### config.mk
export PLATFORM = sky130hd
export DESIGN_NAME = crcm_top
export DESIGN_NICKNAME = d
export VERILOG_FILES = /design/src/crcm_pkg.sv /design/src/crcm_top.sv
export VERILOG_INCLUDE_DIRS = /design/src
export SDC_FILE = /design/constraint.sdc
export NUM_CORES = 2
export LEC_CHECK = 0
export BUFFER_PORTS_ARGS = -buffer_cell sky130_fd_sc_hd__buf_2
export CAP_MARGIN = 20
export CELL_PAD_IN_SITES_DETAIL_PLACEMENT = 1
export CELL_PAD_IN_SITES_GLOBAL_PLACEMENT = 1
export CORE_MARGIN = 5
export CORE_UTILIZATION = 50
export DETAILED_ROUTE_END_ITERATION = 10
export PLACE_DENSITY = 0.82
export SETUP_SLACK_MARGIN = 0.3
export SYNTH_ARGS = -nofsm -noshare
export SYNTH_HDL_FRONTEND = slang
export SYNTH_SLANG_ARGS = --single-unit
export TNS_END_PERCENT = 20
### constraint.sdc
create_clock -name pclk -period 6.95 [get_ports pclk]
set_clock_uncertainty 0.2 [all_clocks]
set_input_delay 1.39 -clock pclk [delete_from_list [all_inputs] [get_ports pclk]]
set_output_delay 1.39 -clock pclk [all_outputs]
set_load 0.005 [all_outputs]
### src/crcm_regs.svh
`ifndef CRCM_REGS_SVH
`define CRCM_REGS_SVH
// ==========================================================
// Register map, byte addresses
`define CRCM_WREG_BASE 12'h000
`define CRCM_WREG_LAST 12'h03c
`define CRCM_PC 12'h040
`define CRCM_RDPAGE 12'h044
`define CRCM_WRPAGE 12'h048
`define CRCM_PSVPAGE 12'h04c
`define CRCM_ALTCFG 12'h050
`define CRCM_CTXSTAT 12'h054
`define CRCM_CMD 12'h058
`define CRCM_LSTARTL 12'h05c
`define CRCM_LSTARTH 12'h060
`define CRCM_XMODS 12'h064
`define CRCM_XMODE 12'h068
`define CRCM_YMODS 12'h06c
`define CRCM_YMODE 12'h070
`define CRCM_MODCON 12'h074
`define CRCM_BREV 12'h078
`define CRCM_AGCMD 12'h07c
`define CRCM_XADDR 12'h080
`define CRCM_YADDR 12'h084
`define CRCM_EADDR 12'h088
`define CRCM_IREG 12'h08c
`define CRCM_IINFO 12'h090
// ==========================================================
// Command word fields
`define CRCM_CMD_SWAP 0
`define CRCM_CMD_IRQ 1
`define CRCM_CMD_RET 2
`define CRCM_CMD_IPL_LO 4
`define CRCM_CMD_SET_LO 8
// Reset values and sizes
`define CRCM_SP_RST 16'h1000
`define CRCM_LSTART_RST 16'h0000
`define CRCM_WINDOW_BIT 15
`define CRCM_PAGE_RST 10'h001
`define CRCM_NEST 4
`endif

### src/crcm_pkg.sv
package crcm_pkg;
   typedef logic [15:0] crcm_word_t;
   typedef logic [22:0] crcm_pc_t;
   typedef logic [23:0] crcm_instr_t;
   typedef struct packed {
      logic [2:0] ipl_alt2;
      logic [2:0] ipl_alt1;
   } crcm_altcfg_t;
   typedef struct packed {
      logic [2:0] manual_context_id;
      logic [2:0] current_context_id;
   } crcm_ctx_t;
   typedef enum logic [5:0] {
      CRCM_M_INHERENT = 6'h01,
      CRCM_M_RELATIVE = 6'h02,
      CRCM_M_LITERAL = 6'h04,
      CRCM_M_MEMDIR = 6'h08,
      CRCM_M_REGDIR = 6'h10,
      CRCM_M_REGIND = 6'h20
   } crcm_mode_t;
   typedef enum logic [2:0] {
      CRCM_S_IDLE = 3'h1,
      CRCM_S_FLOW = 3'h2,
      CRCM_S_LONG = 3'h4
   } crcm_state_t;
endpackage

### src/crcm_top.sv
// Implementation choices: the APB slave port and the register addresses.
`timescale 1ns/1ps
`include "crcm_regs.svh"
module crcm_top #(
   parameter int NUM_WREG = 16,
   parameter int PC_W = 23,
   parameter int LONG_CYC = 2
) (
   input wire logic pclk,
   input wire logic presetn,
   input wire logic psel,
   input wire logic penable,
   input wire logic pwrite,
   input wire logic [11:0] paddr,
   input wire logic [31:0] pwdata,
   output logic [31:0] prdata,
   output logic pready,
   output logic pslverr,
   input wire crcm_pkg::crcm_instr_t fetch_word,
   input wire logic fetch_valid,
   output crcm_pkg::crcm_pc_t fetch_pc,
   output logic fetch_ready,
   output logic exec_busy,
   output crcm_pkg::crcm_ctx_t ctx_status
);
   import crcm_pkg::*;
   // ==========================================================
   // Bus decode
   logic wr_en;
   assign wr_en = psel && penable && pwrite;
   assign pready = 1'b1;
   function automatic logic hit(input logic [11:0] a, input logic [11:0] b);
      return a == b;
   endfunction
   function automatic logic is_wreg(input logic [11:0] a);
      return a <= `CRCM_WREG_LAST && a[1:0] == 2'b00;
   endfunction
   // Next address of a bit-reversed walk over 2**n words: the word index in
   // bits n:1 counts in reversed bit order. The carry out of the reversed count
   // is dropped so the walk stays inside its buffer; bit 0 and bits above n are
   // kept, so the buffer base must be aligned to its own size.
   function automatic crcm_word_t brev_step(input crcm_word_t a, input logic [3:0] n);
      crcm_word_t r;
      crcm_word_t c;
      r = a;
      c = '0;
      for (int i = 0; i < 15; i++) begin
         if (i < n) begin
            c[i] = a[n - i];
         end
      end
      c = c + 16'h0001;
      for (int i = 0; i < 15; i++) begin
         if (i < n) begin
            r[n - i] = c[i];
         end
      end
      return r;
   endfunction
   // Modulo step: wrap between start and end
   function automatic crcm_word_t modstep(input crcm_word_t a, input crcm_word_t s,
                                          input crcm_word_t e, input logic en);
      if (en && a == e) begin
         return s;
      end
      return a + 16'h0002;
   endfunction
   // ==========================================================
   // Register contexts
   crcm_word_t wreg_ff [0:2][0:NUM_WREG-2];
   crcm_word_t sp_ff;
   crcm_altcfg_t altcfg_ff;
   crcm_ctx_t ctx_ff;
   logic [2:0] ctx_stack_ff [0:`CRCM_NEST-1];
   logic [2:0] depth_ff;
   logic [3:0] widx;
   logic [1:0] cur;
   logic cmd_wr;
   logic [2:0] cmd_ipl;
   logic [2:0] irq_set;
   assign widx = paddr[5:2];
   assign cur = ctx_ff.current_context_id[1:0];
   assign cmd_wr = wr_en && hit(paddr, `CRCM_CMD);
   assign cmd_ipl = pwdata[`CRCM_CMD_IPL_LO +: 3];
   assign ctx_status = ctx_ff;
   always_comb begin
      irq_set = 3'h0;
      if (cmd_ipl != 3'h0 && cmd_ipl != 3'h7) begin
         if (cmd_ipl == altcfg_ff.ipl_alt1) begin
            irq_set = 3'h1;
         end else if (cmd_ipl == altcfg_ff.ipl_alt2) begin
            irq_set = 3'h2;
         end
      end
   end
   always_ff @(posedge pclk or negedge presetn) begin
      if (!presetn) begin
         for (int c = 0; c < 3; c++) begin
            for (int i = 0; i < NUM_WREG - 1; i++) begin
               wreg_ff[c][i] <= 16'h0000;
            end
         end
      end else if (wr_en && is_wreg(paddr) && widx != 4'hf) begin
         wreg_ff[cur][widx] <= pwdata[15:0];
      end
   end
   always_ff @(posedge pclk or negedge presetn) begin
      if (!presetn) begin
         sp_ff <= `CRCM_SP_RST;
      end else if (wr_en && hit(paddr, `CRCM_WREG_LAST)) begin
         sp_ff <= {pwdata[15:1], 1'b0};
      end
   end
   always_ff @(posedge pclk or negedge presetn) begin
      if (!presetn) begin
         altcfg_ff <= '0;
      end else if (wr_en && hit(paddr, `CRCM_ALTCFG)) begin
         altcfg_ff <= pwdata[5:0];
      end
   end
   always_ff @(posedge pclk or negedge presetn) begin
      if (!presetn) begin
         ctx_ff <= '0;
         depth_ff <= 3'h0;
         for (int i = 0; i < `CRCM_NEST; i++) begin
            ctx_stack_ff[i] <= 3'h0;
         end
      end else if (cmd_wr) begin
         if (pwdata[`CRCM_CMD_SWAP]) begin
            if (pwdata[`CRCM_CMD_SET_LO +: 3] <= 3'h2) begin
               ctx_ff.current_context_id <= pwdata[`CRCM_CMD_SET_LO +: 3];
               ctx_ff.manual_context_id <= pwdata[`CRCM_CMD_SET_LO +: 3];
            end
         end else if (pwdata[`CRCM_CMD_IRQ] && depth_ff < 3'(`CRCM_NEST)) begin
            ctx_stack_ff[depth_ff[1:0]] <= ctx_ff.current_context_id;
            depth_ff <= depth_ff + 3'h1;
            if (irq_set != 3'h0) begin
               ctx_ff.current_context_id <= irq_set;
            end
         end else if (pwdata[`CRCM_CMD_RET] && depth_ff != 3'h0) begin
            ctx_ff.current_context_id <= ctx_stack_ff[2'(depth_ff - 3'h1)];
            depth_ff <= depth_ff - 3'h1;
         end
      end
   end
   // ==========================================================
   // Data space pages and window
   logic [9:0] rdpage_ff, wrpage_ff;
   logic [8:0] psvpage_ff;
   logic [15:0] lstartl_ff, lstarth_ff;
   always_ff @(posedge pclk or negedge presetn) begin
      if (!presetn) begin
         rdpage_ff <= `CRCM_PAGE_RST;
         wrpage_ff <= `CRCM_PAGE_RST;
         psvpage_ff <= '0;
      end else if (wr_en) begin
         if (hit(paddr, `CRCM_RDPAGE)) begin
            rdpage_ff <= pwdata[9:0];
         end
         if (hit(paddr, `CRCM_WRPAGE)) begin
            wrpage_ff <= pwdata[9:0];
         end
         if (hit(paddr, `CRCM_PSVPAGE)) begin
            psvpage_ff <= pwdata[8:0];
         end
      end
   end
   always_ff @(posedge pclk or negedge presetn) begin
      if (!presetn) begin
         lstartl_ff <= `CRCM_LSTART_RST;
         lstarth_ff <= `CRCM_LSTART_RST;
      end else begin
         lstartl_ff <= lstartl_ff;
         lstarth_ff <= lstarth_ff;
      end
   end
   // ==========================================================
   // Address generators
   crcm_word_t xaddr_ff, yaddr_ff, xs_ff, xe_ff, ys_ff, ye_ff;
   logic [2:0] modcon_ff;
   logic [3:0] brev_ff;
   logic [23:0] eaddr_ff;
   always_ff @(posedge pclk or negedge presetn) begin
      if (!presetn) begin
         xs_ff <= '0;
         xe_ff <= '0;
         ys_ff <= '0;
         ye_ff <= '0;
         modcon_ff <= '0;
         brev_ff <= '0;
      end else if (wr_en) begin
         if (hit(paddr, `CRCM_XMODS)) begin
            xs_ff <= pwdata[15:0];
         end
         if (hit(paddr, `CRCM_XMODE)) begin
            xe_ff <= pwdata[15:0];
         end
         if (hit(paddr, `CRCM_YMODS)) begin
            ys_ff <= pwdata[15:0];
         end
         if (hit(paddr, `CRCM_YMODE)) begin
            ye_ff <= pwdata[15:0];
         end
         if (hit(paddr, `CRCM_MODCON)) begin
            modcon_ff <= pwdata[2:0];
         end
         if (hit(paddr, `CRCM_BREV)) begin
            brev_ff <= pwdata[3:0];
         end
      end
   end
   // AGCMD: bit0 load X from W[sel], bit1 step X, bit2 load Y, bit3 step Y
   // bit4 selects Y for dual operand fetch; sel in bits 11:8
   always_ff @(posedge pclk or negedge presetn) begin
      if (!presetn) begin
         xaddr_ff <= '0;
         yaddr_ff <= '0;
         eaddr_ff <= '0;
      end else if (wr_en && hit(paddr, `CRCM_AGCMD)) begin
         if (pwdata[0]) begin
            xaddr_ff <= (pwdata[11:8] == 4'hf) ? sp_ff : wreg_ff[cur][pwdata[11:8]];
         end else if (pwdata[1]) begin
            if (modcon_ff[2]) begin
               xaddr_ff <= brev_step(xaddr_ff, brev_ff);
            end else begin
               xaddr_ff <= modstep(xaddr_ff, xs_ff, xe_ff, modcon_ff[0]);
            end
         end
         if (pwdata[2] && pwdata[4]) begin
            yaddr_ff <= (pwdata[11:8] == 4'hf) ? sp_ff : wreg_ff[cur][pwdata[11:8]];
         end else if (pwdata[3] && pwdata[4]) begin
            yaddr_ff <= modstep(yaddr_ff, ys_ff, ye_ff, modcon_ff[1]);
         end
         if (xaddr_ff[`CRCM_WINDOW_BIT]) begin
            eaddr_ff <= {psvpage_ff, xaddr_ff[14:0]};
         end else begin
            eaddr_ff <= {pwdata[5] ? wrpage_ff : rdpage_ff, xaddr_ff[14:1]};
         end
      end
   end
   // ==========================================================
   // Fetch and execute
   crcm_state_t st_ff;
   logic [1:0] cnt_ff;
   crcm_pc_t pc_ff;
   crcm_instr_t ireg_ff;
   crcm_mode_t mode_ff;
   assign fetch_pc = pc_ff;
   assign fetch_ready = (st_ff == CRCM_S_IDLE);
   assign exec_busy = (st_ff != CRCM_S_IDLE);
   // Top opcode bits pick class; 0x0? flow, 0xe? long, else single cycle
   always_ff @(posedge pclk or negedge presetn) begin
      if (!presetn) begin
         st_ff <= CRCM_S_IDLE;
         cnt_ff <= '0;
         pc_ff <= '0;
         ireg_ff <= '0;
         mode_ff <= CRCM_M_INHERENT;
      end else begin
         case (st_ff)
            CRCM_S_IDLE: begin
               if (fetch_valid) begin
                  ireg_ff <= fetch_word;
                  pc_ff <= pc_ff + 23'h2;
                  case (fetch_word[21:19])
                     3'h1: mode_ff <= CRCM_M_RELATIVE;
                     3'h2: mode_ff <= CRCM_M_LITERAL;
                     3'h3: mode_ff <= CRCM_M_MEMDIR;
                     3'h4: mode_ff <= CRCM_M_REGDIR;
                     3'h5: mode_ff <= CRCM_M_REGIND;
                     default: mode_ff <= CRCM_M_INHERENT;
                  endcase
                  if (fetch_word[23:20] == 4'h0) begin
                     st_ff <= CRCM_S_FLOW;
                     pc_ff <= pc_ff + {{7{fetch_word[15]}}, fetch_word[15:0]};
                     cnt_ff <= 2'(LONG_CYC - 1);
                  end else if (fetch_word[23:20] == 4'he) begin
                     st_ff <= CRCM_S_LONG;
                     cnt_ff <= 2'(LONG_CYC - 1);
                  end
               end
            end
            CRCM_S_FLOW, CRCM_S_LONG: begin
               if (cnt_ff == 2'h0 || cmd_wr) begin
                  st_ff <= CRCM_S_IDLE;
               end else begin
                  cnt_ff <= cnt_ff - 2'h1;
               end
            end
            default: st_ff <= CRCM_S_IDLE;
         endcase
      end
   end
   // ==========================================================
   // Read mux, registered data
   crcm_word_t rdata;
   logic bad;
   always_comb begin
      rdata = 16'h0000;
      bad = 1'b0;
      if (is_wreg(paddr)) begin
         rdata = (widx == 4'hf) ? sp_ff : wreg_ff[cur][widx];
      end else begin
         case (paddr)
            `CRCM_PC: rdata = pc_ff[15:0];
            `CRCM_RDPAGE: rdata = {6'h00, rdpage_ff};
            `CRCM_WRPAGE: rdata = {6'h00, wrpage_ff};
            `CRCM_PSVPAGE: rdata = {7'h00, psvpage_ff};
            `CRCM_ALTCFG: rdata = {10'h000, altcfg_ff};
            `CRCM_CTXSTAT: rdata = {10'h000, ctx_ff};
            `CRCM_CMD: rdata = {13'h0000, depth_ff};
            `CRCM_LSTARTL: rdata = lstartl_ff;
            `CRCM_LSTARTH: rdata = lstarth_ff;
            `CRCM_XMODS: rdata = xs_ff;
            `CRCM_XMODE: rdata = xe_ff;
            `CRCM_YMODS: rdata = ys_ff;
            `CRCM_YMODE: rdata = ye_ff;
            `CRCM_MODCON: rdata = {13'h0000, modcon_ff};
            `CRCM_BREV: rdata = {12'h000, brev_ff};
            `CRCM_AGCMD: rdata = 16'h0000;
            `CRCM_XADDR: rdata = xaddr_ff;
            `CRCM_YADDR: rdata = yaddr_ff;
            `CRCM_EADDR: rdata = eaddr_ff[15:0];
            `CRCM_IREG: rdata = ireg_ff[15:0];
            `CRCM_IINFO: rdata = {mode_ff, 2'h0, ireg_ff[23:16]};
            default: bad = 1'b1;
         endcase
      end
   end
   // Upper bits of PC and extended address ride in the high half
   // Loaded in the setup cycle so the data stands at the zero-wait access edge;
   // a value that moves during the access cycle therefore reads one cycle old
   always_ff @(posedge pclk or negedge presetn) begin
      if (!presetn) begin
         prdata <= '0;
      end else if (psel && !penable && !pwrite) begin
         prdata <= {9'h000, (hit(paddr, `CRCM_PC) ? pc_ff[22:16] :
                    hit(paddr, `CRCM_EADDR) ? eaddr_ff[22:16] : 7'h00), rdata};
      end
   end
   assign pslverr = psel && penable && bad && !is_wreg(paddr);
endmodule

# [After elaboration in Yosys (flattened, before gate mapping)]
# Cells that the tools add are included.
[classes] n_addsub=22 n_lt_le_gt_ge=56 eq_ne=46 muxes=291 bitwise=6 reduce_logical=73
[op_table] op="16-bit 2-to-1 mux" n=88
[op_table] op="720-bit bitwise mux" n=1
[op_table] op="240-bit 2-to-1 mux" n=3
[op_table] op="240-bit binary-select mux with 2-bit select" n=1
[op_table] op="240-bit demux with 2-bit select" n=1
[op_table] op="32-bit by 1-bit >= comparator with 1-bit output, second input constant" n=14
[op_table] op="32-bit by 5-bit < comparator with 1-bit output, second input constant" n=14
[op_table] op="16-bit case mux with 18 select lines" n=1
[op_table] op="16-bit bitwise mux" n=15
[op_table] op="12-bit by 7-bit == test with 1-bit output, second input constant" n=16
[op_table] op="16-bit binary-select mux with 4-bit select" n=2
[op_table] op="1-bit 2-to-1 mux" n=116
[op_table] op="16-bit demux with 4-bit select" n=1
[op_table] op="1-bit binary-select mux with 4-bit select" n=15
[op_table] op="1-bit demux with 4-bit select" n=15
[op_table] op="12-bit by 8-bit == test with 1-bit output, second input constant" n=5
[op_table] op="23-bit 2-to-1 mux" n=2
[op_table] op="3-bit 2-to-1 mux" n=14
[op_table] op="1-bit logical AND" n=38
[op_table] op="4-bit by 4-bit subtractor with 5-bit output, second input constant" n=7
[op_table] op="16-bit by 2-bit adder with 16-bit output, second input constant" n=2
[op_table] op="16-bit == test" n=2
[op_table] op="6-bit case mux with 5 select lines" n=1
[op_table] op="4-bit < comparator, first input constant" n=7
[op_table] op="55 further kinds" n=113
[totals] regBits=998 input_bits=74 out_inout_bits=65 elab_cells=567

# [Longest topological paths before layout]
[logic_depth] depth_word=98 mapped_depth=22 depth_no_buf=17

# [Least setup slack after synthesis]
# No wires, ideal clock.
[synth_path] path_type="in2out" start="input port paddr[2]" end="output port pslverr" arrival_time_ns=3.244 t_required_ns=5.360 setup_slack_ns=2.116 cell_stages=9 n_path_buf=3 path_cell_list="buf_1 clkbuf_1 clkbuf_1 nor2_1 xnor2_1 nor2_1 nor4_1 nand2_1 nor2_1"
[synth_between] elab_chain_cells=6 word_cells_on_any_way=29 cone_classes="order compare (1); eq/ne (21); mux (2); reduce/logical (5)"
[synth_rtl] element="from (decl)" line="crcm_top.sv:14" source="input wire logic [11:0] paddr,"
[synth_rtl] element="12-bit by 7-bit == test with 1-bit output, or another cell as far along" line="crcm_top.sv:304" source="case (paddr)"
[synth_rtl] element="21-bit OR reduction (no line)"
[synth_rtl] element="1-bit 2-to-1 mux" line="crcm_top.sv:304"
[synth_rtl] element="1-bit 2-to-1 mux" line="crcm_top.sv:301" source="if (is_wreg(paddr)) begin"
[synth_rtl] element="1-bit logical AND" line="crcm_top.sv:341" source="assign pslverr = psel && penable && bad && !is_wreg(paddr);"
[synth_rtl] element="1-bit logical AND *" line="crcm_top.sv:341"
[synth_rtl] element="to (decl)" line="crcm_top.sv:18" source="output logic pslverr,"
# Mark *: on every way between the ends. The rest lies on a longest branch, timed or not.

# [Worst setup path in the final report]
[layout_path] start="input port paddr[4]" end="output port pslverr"
# Same word-level chain as after synthesis.

==> metrics <==
RR Startpoint=brev_ff[1]; Synth Warn #=0; Power, Total=13.5 mW; largest net degree at the start of global routing=185; min-delay src=wreg_ff[496]; worst slack at placement=1.62 ns; synth cell count leaders=993 x dfrtp_1, 826 x mux2_2, 580 x nand2_1; hold worst-path end=wreg_ff[496]; Synth async-reset ratio=100%; gr ovfl total=0; Port Buf Inserts=112; CORE AREA=0.114 mm²; number of enable flip-flop cells after synthesis=0; worst path bufs/invs=3; vias in the first global route=51,700; LEAKAGE=28.2 nW; final net count=5,563; worst slew pin tran=1.25 ns; share of layout cells above drive strength 1=26.1%; clock root buffer=clkbuf_16; critical path fanouts, max=10; htree depth=3; chip width=348 µm; total vias in the final route=49,100; HPWL after detailed placement=158,000 µm; DR iter-0 viols=5,593; critical path data required time=5.36 ns; worst rel slew slack=15.9%; fin cells=7,046; CTS Hold Bufs=0; DRC viols=0; R2R setup slack=1.63 ns; GRT Util Overall=37.9%; Largest stage delay, worst path=0.58 ns; pwr/cell area=215 mW/mm²; count leader, synth=dfrtp_1; CP endpoint kind=primary output; final period utilization=78.6%; worst vdd ir=0.254 mV; Max Fclk=183 MHz; I/O pin count=139; Synth Area per Inst=10.4 µm²; setup ws final=1.48 ns; top cells by area, synth=dfrtp_1 43%, mux2_2 16%, mux2i_1 5.5%; routed vias/inst=6.97; drt first pass iters=9; Setup crit start=paddr[4]; RR Endpoint=xaddr_ff[12]; crit path kind=primary input to primary output; Syn Std Cell Area=0.0572 mm²; post-cts sizing count=0; clk slew on worst S/H paths=0.06 ns; prevailing post-synth register cell=dfrtp_1; Seq/Total Area, Yosys=43.7%; Hold Path Cell Cnt=2; TritonCTS Buffers=105; final hold vios=0; hold crit path type=flip-flop to flip-flop; first-pass GRT wire length=349,000 µm; TritonCTS clock tree=built; Final Critical Period=5.47 ns; setup TNS=0 ns; average wire per cell in the routed design=33.4 µm; Die ar.=0.121 mm²; latest clock arrival within the worst-skew pair=0.73 ns; max-cap viol count=0; Cells after Synth=5,503; Area growth syn-to-layout=10.3%; GPL Wtd Cong=0.993; startpoint types=primary input; Starting Density=50.2%; slowest CP cell=nor2b_1; final WL=236,000 µm; Die Y-Extent=348 µm; Top Family by Delay on Critical Path=simple AND/OR/NAND/NOR gates; CP dominant cell by count=nor2_1; WP data arrival=3.88 ns; synth unique cells=106; clock sink count=998; R2R cell count=14; Antenna Violating Nets Remaining=0; Post-CTS Setup Inserts=0; synthesized flop and latch total=998; Max clock buf depth=3; Finish-stage setup viols=0; initial antenna violation count=11; max-slew violations=0; cells along the critical path=buf_2, nor2b_1, buf_4, nor2_1, xnor2_1, nor2_1, nor4_1, nand2_1, nor2_1, buf_2; number of instances in the placed design=6,840; top cell type's share of synthesized area=43.4%; status=finished, final reports clean; RSZ-0062 raised after global routing=no; row cnt=124; Core Util, Final=55.4%; cell type with the highest aggregate area in the netlist=dfrtp_1
[power by group]
group | total (mW) | internal [mW] | switching [mW]
Sequential | 6.13 | 5.92 | 0.212
Combinational | 1.33 | 0.453 | 0.881
Clock | 6.08 | 3.54 | 2.55
Total | 13.5 | 9.91 | 3.64
[stage by stage]
stage	cell area (µm²)	hold slack, ns
4_1_cts	63100	0.282
6_report	63100	0.281
3_5_place_dp	59400	0.268
2_1_floorplan	57300	0.244
5_1_grt	63100	0.309
3_3_place_gp	59400	0.259
[worst max path at each step]
| stage | end | slack, ns | depth (start not counted) |
|---|---|---|---|
| floorplan | pslverr | 2.12 | 9 |
| global placement | pslverr | 1.54 | 10 |
| detailed placement | pslverr | 1.62 | 10 |
| CTS | pslverr | 1.60 | 10 |
| global route | pslverr | 1.39 | 10 |
| finish | pslverr | 1.48 | 10 |
[layout by cell type (no fill, tap or decap), types with 25 or more instances in the layout]
| cell type | count |
|---|---|
| a211oi_1 | 25 |
| a21oi_1 | 283 |
| a221o_1 | 29 |
| a221oi_1 | 64 |
| a22o_1 | 30 |
| a22oi_1 | 53 |
| a31oi_1 | 37 |
| and2_1 | 25 |
| and3_1 | 36 |
| buf_2 | 107 |
| buf_4 | 170 |
| clkbuf_16 | 105 |
| clkbuf_8 | 34 |
| dfrtp_1 | 990 |
| ha_1 | 51 |
| inv_1 | 40 |
| mux2_2 | 826 |
| mux2i_1 | 313 |
| mux4_2 | 81 |
| nand2_1 | 579 |
| nand3_1 | 111 |
| nand4_1 | 35 |
| nor2_1 | 393 |
| nor2b_1 | 30 |
| nor3_1 | 63 |
| o211ai_1 | 38 |
| o21ai_0 | 336 |
| o22ai_1 | 55 |
| xnor2_1 | 70 |
| xor2_1 | 32 |
[cells by family after synthesis]
family / synth area share, %
xor gates and xnor gates: 1.92
other: 0.0131
and+or+nand+nor: 10.7
buffers and inverters: 3.63
AOI/OAI and AO/OA: 13.8
muxes: 25.1
DFF: 43.7
adders and majority gates: 1.19
[worst register-to-register path: cells and delay by family, from the launching register on]
family / cells / cell delay, ns
buf+inv: 2 / 0.56
flops: 1 / 0.34
compound gates: 2 / 0.67
xor+xnor: 2 / 1.48
mux: 2 / 0.38
fa+ha+maj: 1 / 0.56
simple gates: 5 / 1.05
[area by class of cell]
class	count	area (µm²)
clock buffers	160	3170
diodes	8	20.0
flip-flops and latches	998	25000
clock inverters	38	552
well taps	1512	1890
repair buffers	292	2090
fillers	12100	50900
inverters	43	161
multi-input cells	3995	30300
[per-layer routing]
metal  GRT usage, %  up-vias  share of wire [%]
met5              0        -              0.011
met4           23.1        4                7.5
met3           8.07      854                9.0
met2           59.9     2810                 46
met1           47.9    25400                 38
li1               -    20000                  -
[sequential cells by signal (all words and copies together), names as in the netlist, 16 cells and up]
signal / flops
eaddr_ff: 23
fetch_pc: 23
ireg_ff: 24
prdata: 23
wreg_ff: 720
xaddr_ff: 16
xe_ff: 16
xs_ff: 16
yaddr_ff: 16
ye_ff: 16
ys_ff: 16
Note: power is estimated with default switching activity, not from simulation.
